==> src/verilog/byte_io_port_pkg.sv <==
// Package with register map, modes and carrier types for the byte I/O port
package byte_io_port_pkg;
  localparam int unsigned PORT_WIDTH = 8;
  localparam int unsigned ADDR_WIDTH = 16;

  localparam logic [15:0] PULLUP_CONTROL_OFFSET   = 16'hffac;
  localparam logic [15:0] PIN_DIRECTION_OFFSET    = 16'hffb0;
  localparam logic [15:0] PIN_OUTPUT_LATCH_OFFSET = 16'hffb2;

  localparam logic [7:0] PULLUP_CONTROL_RESET      = 8'h00;
  localparam logic [7:0] PIN_DIRECTION_RESET       = 8'h00;
  localparam logic [7:0] PIN_DIRECTION_MODE1_VALUE = 8'hff;
  localparam logic [7:0] PIN_DIRECTION_READ_VALUE  = 8'hff;
  localparam logic [7:0] PIN_OUTPUT_LATCH_RESET    = 8'h00;
  localparam logic [7:0] UNMAPPED_READ_VALUE       = 8'h00;

  // Operating mode as presented on the two mode pins
  localparam logic [1:0] MODE_CODE_1 = 2'h1;
  localparam logic [1:0] MODE_CODE_2 = 2'h2;
  localparam logic [1:0] MODE_CODE_3 = 2'h3;

  typedef enum logic [1:0] {
    MODE_EXPANDED_NO_ROM,
    MODE_EXPANDED_ROM,
    MODE_SINGLE_CHIP
  } chip_mode_e;

  typedef struct packed {
    logic [15:0] addr;
    logic [7:0]  wdata;
    logic        wr;
    logic        rd;
  } reg_req_s;

  typedef struct packed {
    logic [7:0] pin_out;
    logic [7:0] pin_oe_n;
    logic [7:0] pullup_en;
  } pin_drive_s;
endpackage : byte_io_port_pkg

==> src/verilog/mode_aware_byte_io_port.sv <==
// Mode-aware 8-bit bidirectional I/O port with direction, latch and pull-up registers
//
// Overview of operation
// - Eight two-way pins, each with its own direction, latch and pull-up bit.
// - Mode 1: direction held all ones, writes ignored, reads give all ones.
// - Mode 1 hardware standby: address pins float.
// - Mode 2: direction one drives address bit, zero is general input.
// - Mode 3: direction one drives latch bit, zero is general input.
// - Modes 2 and 3: direction register write-only, reads all ones.
// - Direction resets to zeros (modes 2,3) or ones (mode 1); hardware standby clears.
// - Software standby keeps direction, so outputs keep driving.
// - Output latch is 8-bit read/write, bit n for pin n.
// - Port read of an output bit returns latch, not pin.
// - Port read of an input bit returns sampled pin level.
// - Latch cleared by reset and hardware standby, kept in software standby.
// - Pull-up on only when direction zero and pull-up bit one.
// - Pull-up register 8-bit read/write, cleared by reset and hardware standby.
// - Pull-ups usable only in modes 2 and 3, always off in mode 1.
// - Mode 1 expanded without ROM, mode 2 expanded with ROM, mode 3 single chip.
//
// Local design decision: the address-and-strobe port.
`timescale 1ns/1ps
module mode_aware_byte_io_port #(
  parameter int unsigned WIDTH = byte_io_port_pkg::PORT_WIDTH
) (
  input  wire logic                 i_ref_clk,
  input  wire logic                 i_sys_rst,
  input  wire logic [1:0]           i_mode_pins,
  input  wire logic                 i_hw_standby,
  input  wire logic                 i_sw_standby,
  input  wire logic [WIDTH-1:0]     i_lower_address_lines,
  input  wire logic [15:0]          i_reg_addr,
  input  wire logic [7:0]           i_reg_wdata,
  input  wire logic                 i_reg_wr,
  input  wire logic                 i_reg_rd,
  output logic      [7:0]           o_reg_rdata,
  input  wire logic [WIDTH-1:0]     i_pin,
  output logic      [WIDTH-1:0]     o_pin,
  output logic      [WIDTH-1:0]     o_pin_oe_n,
  output logic      [WIDTH-1:0]     o_pullup_en
);

  byte_io_port_pkg::reg_req_s   req;
  byte_io_port_pkg::pin_drive_s next_drive;
  byte_io_port_pkg::chip_mode_e mode;
  logic [1:0]       mode_sync1;
  logic [1:0]       mode_sync2;
  logic [1:0]       hws_sync;
  logic             hw_standby;
  logic             hw_standby_q;
  logic [1:0]       strap_cnt;
  logic [WIDTH-1:0] pin_sync1;
  logic [WIDTH-1:0] pin_sync2;
  logic [WIDTH-1:0] pin_direction;
  logic [WIDTH-1:0] pin_output_latch;
  logic [WIDTH-1:0] pullup_control;
  logic [WIDTH-1:0] eff_direction;
  logic [WIDTH-1:0] port_read;
  logic             mode1;
  logic             standby_entry;

  assign req = '{addr: i_reg_addr, wdata: i_reg_wdata, wr: i_reg_wr, rd: i_reg_rd};

  // Mode and pins are board levels, so they pass two flops first
  always_ff @(posedge i_ref_clk or posedge i_sys_rst) begin
    if (i_sys_rst) begin
      mode_sync1 <= byte_io_port_pkg::MODE_CODE_3;
      mode_sync2 <= byte_io_port_pkg::MODE_CODE_3;
      hws_sync   <= 2'h0;
      pin_sync1  <= '0;
      pin_sync2  <= '0;
    end else begin
      mode_sync1 <= i_mode_pins;
      mode_sync2 <= mode_sync1;
      hws_sync   <= {hws_sync[0], i_hw_standby};
      pin_sync1  <= i_pin;
      pin_sync2  <= pin_sync1;
    end
  end

  assign hw_standby = hws_sync[1];

  // Mode is latched once, at the third edge after release, when the strap has crossed both flops
  always_ff @(posedge i_ref_clk or posedge i_sys_rst) begin
    if (i_sys_rst) begin
      strap_cnt <= 2'h0;
    end else if (strap_cnt != 2'h3) begin
      strap_cnt <= strap_cnt + 2'h1;
    end
  end

  always_ff @(posedge i_ref_clk or posedge i_sys_rst) begin
    if (i_sys_rst) begin
      mode <= byte_io_port_pkg::MODE_SINGLE_CHIP;
    end else if (strap_cnt == 2'h2) begin
      unique case (mode_sync2)
        byte_io_port_pkg::MODE_CODE_1: mode <= byte_io_port_pkg::MODE_EXPANDED_NO_ROM;
        byte_io_port_pkg::MODE_CODE_2: mode <= byte_io_port_pkg::MODE_EXPANDED_ROM;
        default:                       mode <= byte_io_port_pkg::MODE_SINGLE_CHIP;
      endcase
    end
  end

  assign mode1 = (mode == byte_io_port_pkg::MODE_EXPANDED_NO_ROM);

  always_ff @(posedge i_ref_clk or posedge i_sys_rst) begin
    if (i_sys_rst) begin
      hw_standby_q <= 1'b0;
    end else begin
      hw_standby_q <= hw_standby;
    end
  end

  assign standby_entry = hw_standby & ~hw_standby_q;

  // Software standby needs no term: registers simply hold
  always_ff @(posedge i_ref_clk or posedge i_sys_rst) begin
    if (i_sys_rst) begin
      pin_direction <= byte_io_port_pkg::PIN_DIRECTION_RESET;
    end else if (hw_standby) begin
      pin_direction <= byte_io_port_pkg::PIN_DIRECTION_RESET;
    end else if (req.wr && req.addr == byte_io_port_pkg::PIN_DIRECTION_OFFSET && !mode1) begin
      pin_direction <= req.wdata[WIDTH-1:0];
    end
  end

  always_ff @(posedge i_ref_clk or posedge i_sys_rst) begin
    if (i_sys_rst) begin
      pin_output_latch <= byte_io_port_pkg::PIN_OUTPUT_LATCH_RESET;
    end else if (hw_standby) begin
      pin_output_latch <= byte_io_port_pkg::PIN_OUTPUT_LATCH_RESET;
    end else if (req.wr && req.addr == byte_io_port_pkg::PIN_OUTPUT_LATCH_OFFSET) begin
      pin_output_latch <= req.wdata[WIDTH-1:0];
    end
  end

  always_ff @(posedge i_ref_clk or posedge i_sys_rst) begin
    if (i_sys_rst) begin
      pullup_control <= byte_io_port_pkg::PULLUP_CONTROL_RESET;
    end else if (hw_standby) begin
      pullup_control <= byte_io_port_pkg::PULLUP_CONTROL_RESET;
    end else if (req.wr && req.addr == byte_io_port_pkg::PULLUP_CONTROL_OFFSET) begin
      pullup_control <= req.wdata[WIDTH-1:0];
    end
  end

  // Mode 1 forces every bit to output, whatever is stored
  assign eff_direction = mode1 ? byte_io_port_pkg::PIN_DIRECTION_MODE1_VALUE[WIDTH-1:0]
                               : pin_direction;

  assign port_read = (eff_direction & pin_output_latch) | (~eff_direction & pin_sync2);

  always_ff @(posedge i_ref_clk or posedge i_sys_rst) begin
    if (i_sys_rst) begin
      o_reg_rdata <= byte_io_port_pkg::UNMAPPED_READ_VALUE;
    end else if (req.rd) begin
      unique case (req.addr)
        byte_io_port_pkg::PIN_DIRECTION_OFFSET:
          o_reg_rdata <= byte_io_port_pkg::PIN_DIRECTION_READ_VALUE;
        byte_io_port_pkg::PIN_OUTPUT_LATCH_OFFSET:
          o_reg_rdata <= 8'(port_read);
        byte_io_port_pkg::PULLUP_CONTROL_OFFSET:
          o_reg_rdata <= 8'(pullup_control);
        default:
          o_reg_rdata <= byte_io_port_pkg::UNMAPPED_READ_VALUE;
      endcase
    end else begin
      o_reg_rdata <= byte_io_port_pkg::UNMAPPED_READ_VALUE;
    end
  end

  always_comb begin
    next_drive = '0;
    next_drive.pin_oe_n  = '1;
    next_drive.pin_out   = '0;
    next_drive.pullup_en = '0;
    for (int i = 0; i < WIDTH; i++) begin
      unique case (mode)
        byte_io_port_pkg::MODE_EXPANDED_NO_ROM: begin
          next_drive.pin_out[i]  = i_lower_address_lines[i];
          next_drive.pin_oe_n[i] = hw_standby;
        end
        byte_io_port_pkg::MODE_EXPANDED_ROM: begin
          next_drive.pin_out[i]  = eff_direction[i] & i_lower_address_lines[i];
          next_drive.pin_oe_n[i] = ~eff_direction[i];
          next_drive.pullup_en[i] = ~eff_direction[i] & pullup_control[i];
        end
        byte_io_port_pkg::MODE_SINGLE_CHIP: begin
          next_drive.pin_out[i]  = eff_direction[i] & pin_output_latch[i];
          next_drive.pin_oe_n[i] = ~eff_direction[i];
          next_drive.pullup_en[i] = ~eff_direction[i] & pullup_control[i];
        end
      endcase
    end
  end

  // Registered pin drive costs one cycle of latency on address output
  always_ff @(posedge i_ref_clk or posedge i_sys_rst) begin
    if (i_sys_rst) begin
      o_pin       <= '0;
      o_pin_oe_n  <= '1;
      o_pullup_en <= '0;
    end else begin
      o_pin       <= next_drive.pin_out;
      o_pin_oe_n  <= next_drive.pin_oe_n;
      o_pullup_en <= next_drive.pullup_en;
    end
  end

endmodule : mode_aware_byte_io_port

==> config.mk <==
export PLATFORM = sky130hd
export DESIGN_NAME = mode_aware_byte_io_port
export DESIGN_NICKNAME = d
export VERILOG_FILES = /design/src/verilog/byte_io_port_pkg.sv /design/src/verilog/mode_aware_byte_io_port.sv
export SDC_FILE = /design/constraint.sdc
export NUM_CORES = 1
export LEC_CHECK = 0
export BUFFER_PORTS_ARGS = -buffer_cell sky130_fd_sc_hd__buf_4
export CAP_MARGIN = 10
export CORE_ASPECT_RATIO = 1.1
export CORE_MARGIN = 10
export CORE_UTILIZATION = 50
export CTS_CLUSTER_SIZE = 25
export DETAILED_ROUTE_END_ITERATION = 10
export PLACE_DENSITY = 0.75
export SYNTH_ARGS = -nofsm -noshare
export SYNTH_HDL_FRONTEND = slang
export SYNTH_SLANG_ARGS = --single-unit
==> constraint.sdc <==
create_clock -name i_ref_clk -period 3 [get_ports i_ref_clk]
set_input_delay 0.15 -clock i_ref_clk [delete_from_list [all_inputs] [get_ports i_ref_clk]]
set_output_delay 0.15 -clock i_ref_clk [all_outputs]
set_load 0.05 [all_outputs]
==> results.json, run 1 <==
{
  "numCtsBuffers": 9,
  "placementRows": 31,
  "grt_pass1_wl_mm": 12.9,
  "ys_seq_elements": 82,
  "drv_cap": 0,
  "grt_usage": 0.155,
  "areaGrowthSynthToFinish_pct": 28.7,
  "worstSkewPairLatency_ns": 0.34,
  "fin_crit_sh": 0.645,
  "diodes": 0,
  "power_w": 0.00236,
  "regToRegStartpoint": "mode[1]$_DFFE_PP1N_",
  "fmaxAchievable_mhz": 517,
  "placedInstanceArea_um2": 3970,
  "final-seq-area_um2": 2070,
  "grt_max_degree": 33,
  "nNetsFinal": 406,
  "die_area_um2": 10300,
  "num_vias": 2365,
  "p_leak_nw": 2.15,
  "hold_buffers": 12,
  "gp_routability_congestion": 0.840,
  "multi_input_area_um2": 1140,
  "setup_tns_ns": 0,
  "required_ns": 3.25,
  "drt_iter0_drc": 123,
  "ys_seq_area_frac": 0.622,
  "yosysUniqueCellTypes": 32,
  "reg2reg_slack_ns": 1.07,
  "fillers": 518,
  "setup_viol": 0,
  "worstPathArrival_ns": 2.19,
  "fp.dieH_um": 106,
  "slew_viol_final": 0,
  "crit_fanout": 15,
  "rsz0062_at_grt": "no",
  "reg2reg_depth": 6,
  "overflow": 0,
  "synthTopCellsByArea": "dfrtp_1 (52%), dfstp_2 (10%), mux2i_1 (9.6%)",
  "ios": 80,
  "cts.path.max_buffers": 2,
  "wl_met1_mm": 3.12,
  "highest_layer": "met4",
  "timing.final.crit_period_ns": 1.93,
  "hold_viol_final": 0,
  "totalWireLength_mm": 8.02,
  "clk_transition_reported_paths_ns": 0.08,
  "synth_nets": 317,
  "post_cts_buffers": 0,
  "root_buffer": "clkbuf_8",
  "grt_pass1_vias": 2639,
  "chipWidth_um": 97.7,
  "crit_type": "reg2reg",
  "met2_wirelength_mm": 4.24,
  "dr_wl_met3_um": 416,
  "start_util": 0.510,
  "avgViaCountPerCell": 5.38,
  "ant_nets": 0,
  "worstMarginPinSlew_ns": 1.07,
  "stdcell_area_um2": 4280,
  "route.detailed.drc": 0,
  "synth_top_cell_area_share": 0.520,
  "final.setup_skew_ns": 0.00657,
  "routedWlPerCell_um": 18.2,
  "port_buffers": 78,
  "worstReg2RegEnd": "o_pin[7]$_DFF_PP0_",
  "syn_inst": 264,
  "antenna_found_initial": 0,
  "cts_resized": 0,
  "hpwl_mm": 5.87,
  "crit_path_end_kind": "flop",
  "drive_gt1_frac": 0.330,
  "final_util": 0.656,
  "core_um2": 6520,
  "cts_tree": "done",
  "whs_endpoint": "o_pin[5]$_DFF_PP0_",
  "first_pass_iters": 4,
  "peakVddDrop_mv": 0.294,
  "yosys_warnings": 0,
  "synth_top_area_cell": "dfrtp_1",
  "crit_path_start_kind": "flop",
  "cts.sinks": 82,
  "min-delay-start": "i_lower_address_lines[5]",
  "min_path_type": "in2reg",
  "status": "completed",
  "slew_headroom": 0.284,
  "powerDensity_nw_per_um2": 552,
  "whs_ns": 0.0863,
  "h-tree-depth": 3,
  "min_path_cells": 3,
  "synth_area_um2": 3320,
  "syn-mean-instance-area_um2": 12.6
}
## worst max-delay path, cell delays in order, from the launching register on
cell,delay [ns]
dfstp_2,0.53
inv_1,0.05
ha_1,0.37
buf_4,0.24
and2_1,0.35
a2bb2oi_1,0.14
o22ai_1,0.16
## cells by family (layout without fill, tap and decap cells)
logic type | Yosys count | count (layout) | share of synthesized area
AO/OA/AOI/OAI | 43 | 43 | 0.0858
XOR/XNOR | 1 | 1 | 0.00264
adder cells (fa/ha/maj) | 5 | 5 | 0.0188
buffers and inverters | 29 | 123 | 0.0354
flip-flops | 82 | 82 | 0.622
multiplexers | 32 | 32 | 0.0964
AND/OR/NAND/NOR | 72 | 72 | 0.139
## power by group
part	total, W	internal, W	switching (W)
Clock	0.000758	0.000379	0.000379
Sequential	0.00119	0.00117	0.0000149
Combinational	0.000416	0.000155	0.000261
Total	0.00236	0.00171	0.000655
## routing by layer
metal / track usage / vias to the layer above
li1: - / 1083
met1: 0.163 / 1183
met2: 0.280 / 80
met3: 0.0372 / 19
met4: 0.0821 / 0
met5: 0 / -
## synthesized netlist by cell type
library cell,n
o22ai_1,16
buf_6,1
or3_1,1
and4_1,1
nand2_1,6
dfstp_2,13
nor2_1,8
o21ai_0,3
or3b_2,2
a21oi_1,8
mux2i_1,32
nor4_2,1
nand2b_1,34
inv_1,13
buf_2,1
a2bb2oi_1,8
nor2b_1,1
or2_2,1
buf_1,1
and4b_1,1
dfrtp_1,69
nand4_1,1
clkbuf_1,13
ha_1,5
xnor2_1,1
nor3b_2,1
a21o_1,8
and2_1,1
nor3_1,1
or4_4,2
or4_1,2
nor3b_1,8
## metrics by stage
step | worst slack [ns] | cells
final | 1.07 | 440
after global routing | 0.983 | 440
after CTS | 1.07 | 440
after detailed placement | 1.07 | 412
after global placement | 1.12 | 412
after floorplan | 0.763 | 264
## worst max-delay path by stage
stage	startpoint	to	slack (ns)	cells after the start
after floorplan	i_sys_rst	hws_sync[0]$_DFF_PP0_	0.76	1
after global placement	i_reg_addr[6]	pin_output_latch[3]$_DFFE_PP0P_	1.12	5
after detailed placement	i_reg_addr[6]	pin_output_latch[4]$_DFFE_PP0P_	1.07	5
after CTS	mode[1]$_DFFE_PP1N_	o_pin[7]$_DFF_PP0_	1.07	6
after global routing	mode[1]$_DFFE_PP1N_	o_pin[7]$_DFF_PP0_	0.98	6
final	mode[1]$_DFFE_PP1N_	o_pin[7]$_DFF_PP0_	1.07	6
## sequential cells by signal, summed over array words and instances (netlist names)
register          count
o_pin                 8
o_pin_oe_n            8
o_pullup_en           8
o_reg_rdata           8
pin_direction         8
pin_output_latch      8
pin_sync1             8
pin_sync2             8
pullup_control        8
hws_sync              2
mode                  2
mode_sync1            2
mode_sync2            2
strap_cnt             2
## cell usage in the layout, fill, tap and decap left out, types with 9 or more instances in the layout
| cell | instances |
|---|---|
| buf_4 | 82 |
| dfrtp_1 | 69 |
| nand2b_1 | 34 |
| mux2i_1 | 32 |
| o22ai_1 | 16 |
| dfstp_2 | 13 |
| inv_1 | 12 |
| dlygate4sd3_1 | 12 |
| clkbuf_8 | 9 |
## layout make-up
| type | instances | share of cell area |
|---|---|---|
| flip-flops and latches | 82 | 0.483 |
| multi-input cells | 153 | 0.266 |
| repair buffers | 94 | 0.172 |
| clock buffers | 10 | 0.0298 |
| well taps | 82 | 0.0240 |
| clock inverters | 6 | 0.0135 |
| inverters | 13 | 0.0114 |
No activity file was read; power rests on OpenSTA's default activity.
==> inputs of run 2 (changes only) <==
==> constraint.sdc (replaced) <==
create_clock -name i_ref_clk -period 1.97 [get_ports i_ref_clk]
set_input_delay 0.0985 -clock i_ref_clk [delete_from_list [all_inputs] [get_ports i_ref_clk]]
set_output_delay 0.0985 -clock i_ref_clk [all_outputs]
set_load 0.05 [all_outputs]
==> run 2 against run 1 <==
Against the previous run:
- sequential power is 52% higher
- combinational power grew 52%
- worst hold slack got worse by 0.072 ns
- critical endpoint is now pin_direction[0]$_DFFE_PP0P_
- register-to-register slack got worse by 0.96 ns
- fmax increased by 3.6%
- die area is the same
- design area increased by 2.5%
- non-clock buffer count rose by 5
- first-iteration DRC count is 25% lower
==> results.json, run 2 (same netlist as run 1, synthesis figures left out) <==
{
  "status": "completed",
  "crit_path_start_kind": "flop",
  "worstPathArrival_ns": 2.11,
  "diodes": 0,
  "whs_ns": 0.0142,
  "rsz0062_at_grt": "no",
  "grt_usage": 0.155,
  "cts_resized": 0,
  "required_ns": 2.21,
  "grt_pass1_wl_mm": 12.8,
  "ios": 80,
  "reg2reg_depth": 4,
  "ant_nets": 0,
  "route.detailed.drc": 0,
  "crit_type": "reg2reg",
  "min-delay-start": "i_lower_address_lines[6]",
  "drt_iter0_drc": 92,
  "setup_tns_ns": 0,
  "timing.final.crit_period_ns": 1.87,
  "num_vias": 2341,
  "h-tree-depth": 3,
  "overflow": 0,
  "setup_viol": 0,
  "drive_gt1_frac": 0.342,
  "chipWidth_um": 97.7,
  "totalWireLength_mm": 7.84,
  "p_leak_nw": 2.19,
  "port_buffers": 78,
  "cts_tree": "done",
  "slew_headroom": 0.560,
  "worstReg2RegEnd": "pin_direction[0]$_DFFE_PP0P_",
  "min_path_type": "in2reg",
  "cts.path.max_buffers": 2,
  "die_area_um2": 10300,
  "powerDensity_nw_per_um2": 881,
  "regToRegStartpoint": "mode[1]$_DFFE_PP1N_",
  "areaGrowthSynthToFinish_pct": 31.9,
  "power_w": 0.00386,
  "grt_pass1_vias": 2556,
  "worstSkewPairLatency_ns": 0.36,
  "first_pass_iters": 4,
  "cts.sinks": 82,
  "hold_buffers": 12,
  "avgViaCountPerCell": 5.26,
  "reg2reg_slack_ns": 0.10,
  "post_cts_buffers": 0,
  "core_um2": 6520,
  "whs_endpoint": "o_pin[6]$_DFF_PP0_",
  "start_util": 0.510,
  "drv_cap": 0,
  "gp_routability_congestion": 0.848,
  "final.setup_skew_ns": 0.0130,
  "numCtsBuffers": 9,
  "fin_crit_sh": 0.948,
  "slew_viol_final": 0,
  "nNetsFinal": 411,
  "min_path_cells": 3,
  "routedWlPerCell_um": 17.6,
  "final_util": 0.673,
  "hold_viol_final": 0,
  "peakVddDrop_mv": 0.616,
  "root_buffer": "clkbuf_8",
  "placementRows": 31,
  "clk_transition_reported_paths_ns": 0.08,
  "fmaxAchievable_mhz": 536,
  "worstMarginPinSlew_ns": 0.659,
  "layout_commonest_cell": "buf_4",
  "antenna_found_initial": 0,
  "crit_path_end_kind": "flop",
  "crit_fanout": 11,
  "hpwl_mm": 5.58,
  "final_cell_mix": "buf_4 (86), dfrtp_1 (69), nand2b_1 (34)",
  "grt_max_degree": 83,
  "fp.dieH_um": 106
}
[run 2: worst max path at each step]
stage                        startpoint  cells past startpoint                            to
finish              mode[1]$_DFFE_PP1N_                      4  pin_direction[0]$_DFFE_PP0P_
CTS                 mode[1]$_DFFE_PP1N_                      4  pin_direction[0]$_DFFE_PP0P_
floorplan           mode[1]$_DFFE_PP1N_                      7            o_pin[7]$_DFF_PP0_
global placement    mode[1]$_DFFE_PP1N_                      4  pin_direction[1]$_DFFE_PP0P_
detailed placement  mode[1]$_DFFE_PP1N_                      4  pin_direction[0]$_DFFE_PP0P_
global route        mode[1]$_DFFE_PP1N_                      4  pin_direction[0]$_DFFE_PP0P_
[run 2: final cells by class]
type	count	area, µm²
clock buffer	11	151
clock inverter	5	85.1
fill	495	2130
inverter	13	52.6
multi-input combinational	153	1140
sequential	82	2070
tap	82	103
timing repair buffer	99	786
[run 2: critical path, stage by stage, from the launching register on]
cell	delay, ns
dfstp_2	0.53
inv_1	0.05
ha_1	0.35
or4_4	0.67
mux2i_1	0.15
[run 2: stage by stage]
step | cells | area, µm² | setup WS (ns)
finish | 445 | 4380 | 0.103
global route | 445 | 4380 | 0.0358
floorplan | 264 | 3330 | 0.279
detailed placement | 417 | 4030 | 0.103
global placement | 417 | 4030 | 0.131
CTS | 445 | 4380 | 0.0902
[run 2: layer usage]
layer,share of wire,wire length (µm),track usage
met1,0.39,3100,0.176
met2,0.54,4230,0.275
met3,0.051,399,0.0385
met4,0.015,114,0.0593
met5,0,0,0
[run 2: power breakdown]
| part | total, W | switching (W) | internal (W) | leakage, nW |
|---|---|---|---|---|
| Combinational | 0.000634 | 0.000391 | 0.000243 | 1.04 |
| Sequential | 0.00181 | 0.0000256 | 0.00179 | 1.04 |
| Clock | 0.00142 | 0.000627 | 0.000790 | 0.116 |
| Total | 0.00386 | 0.00104 | 0.00282 | 2.19 |
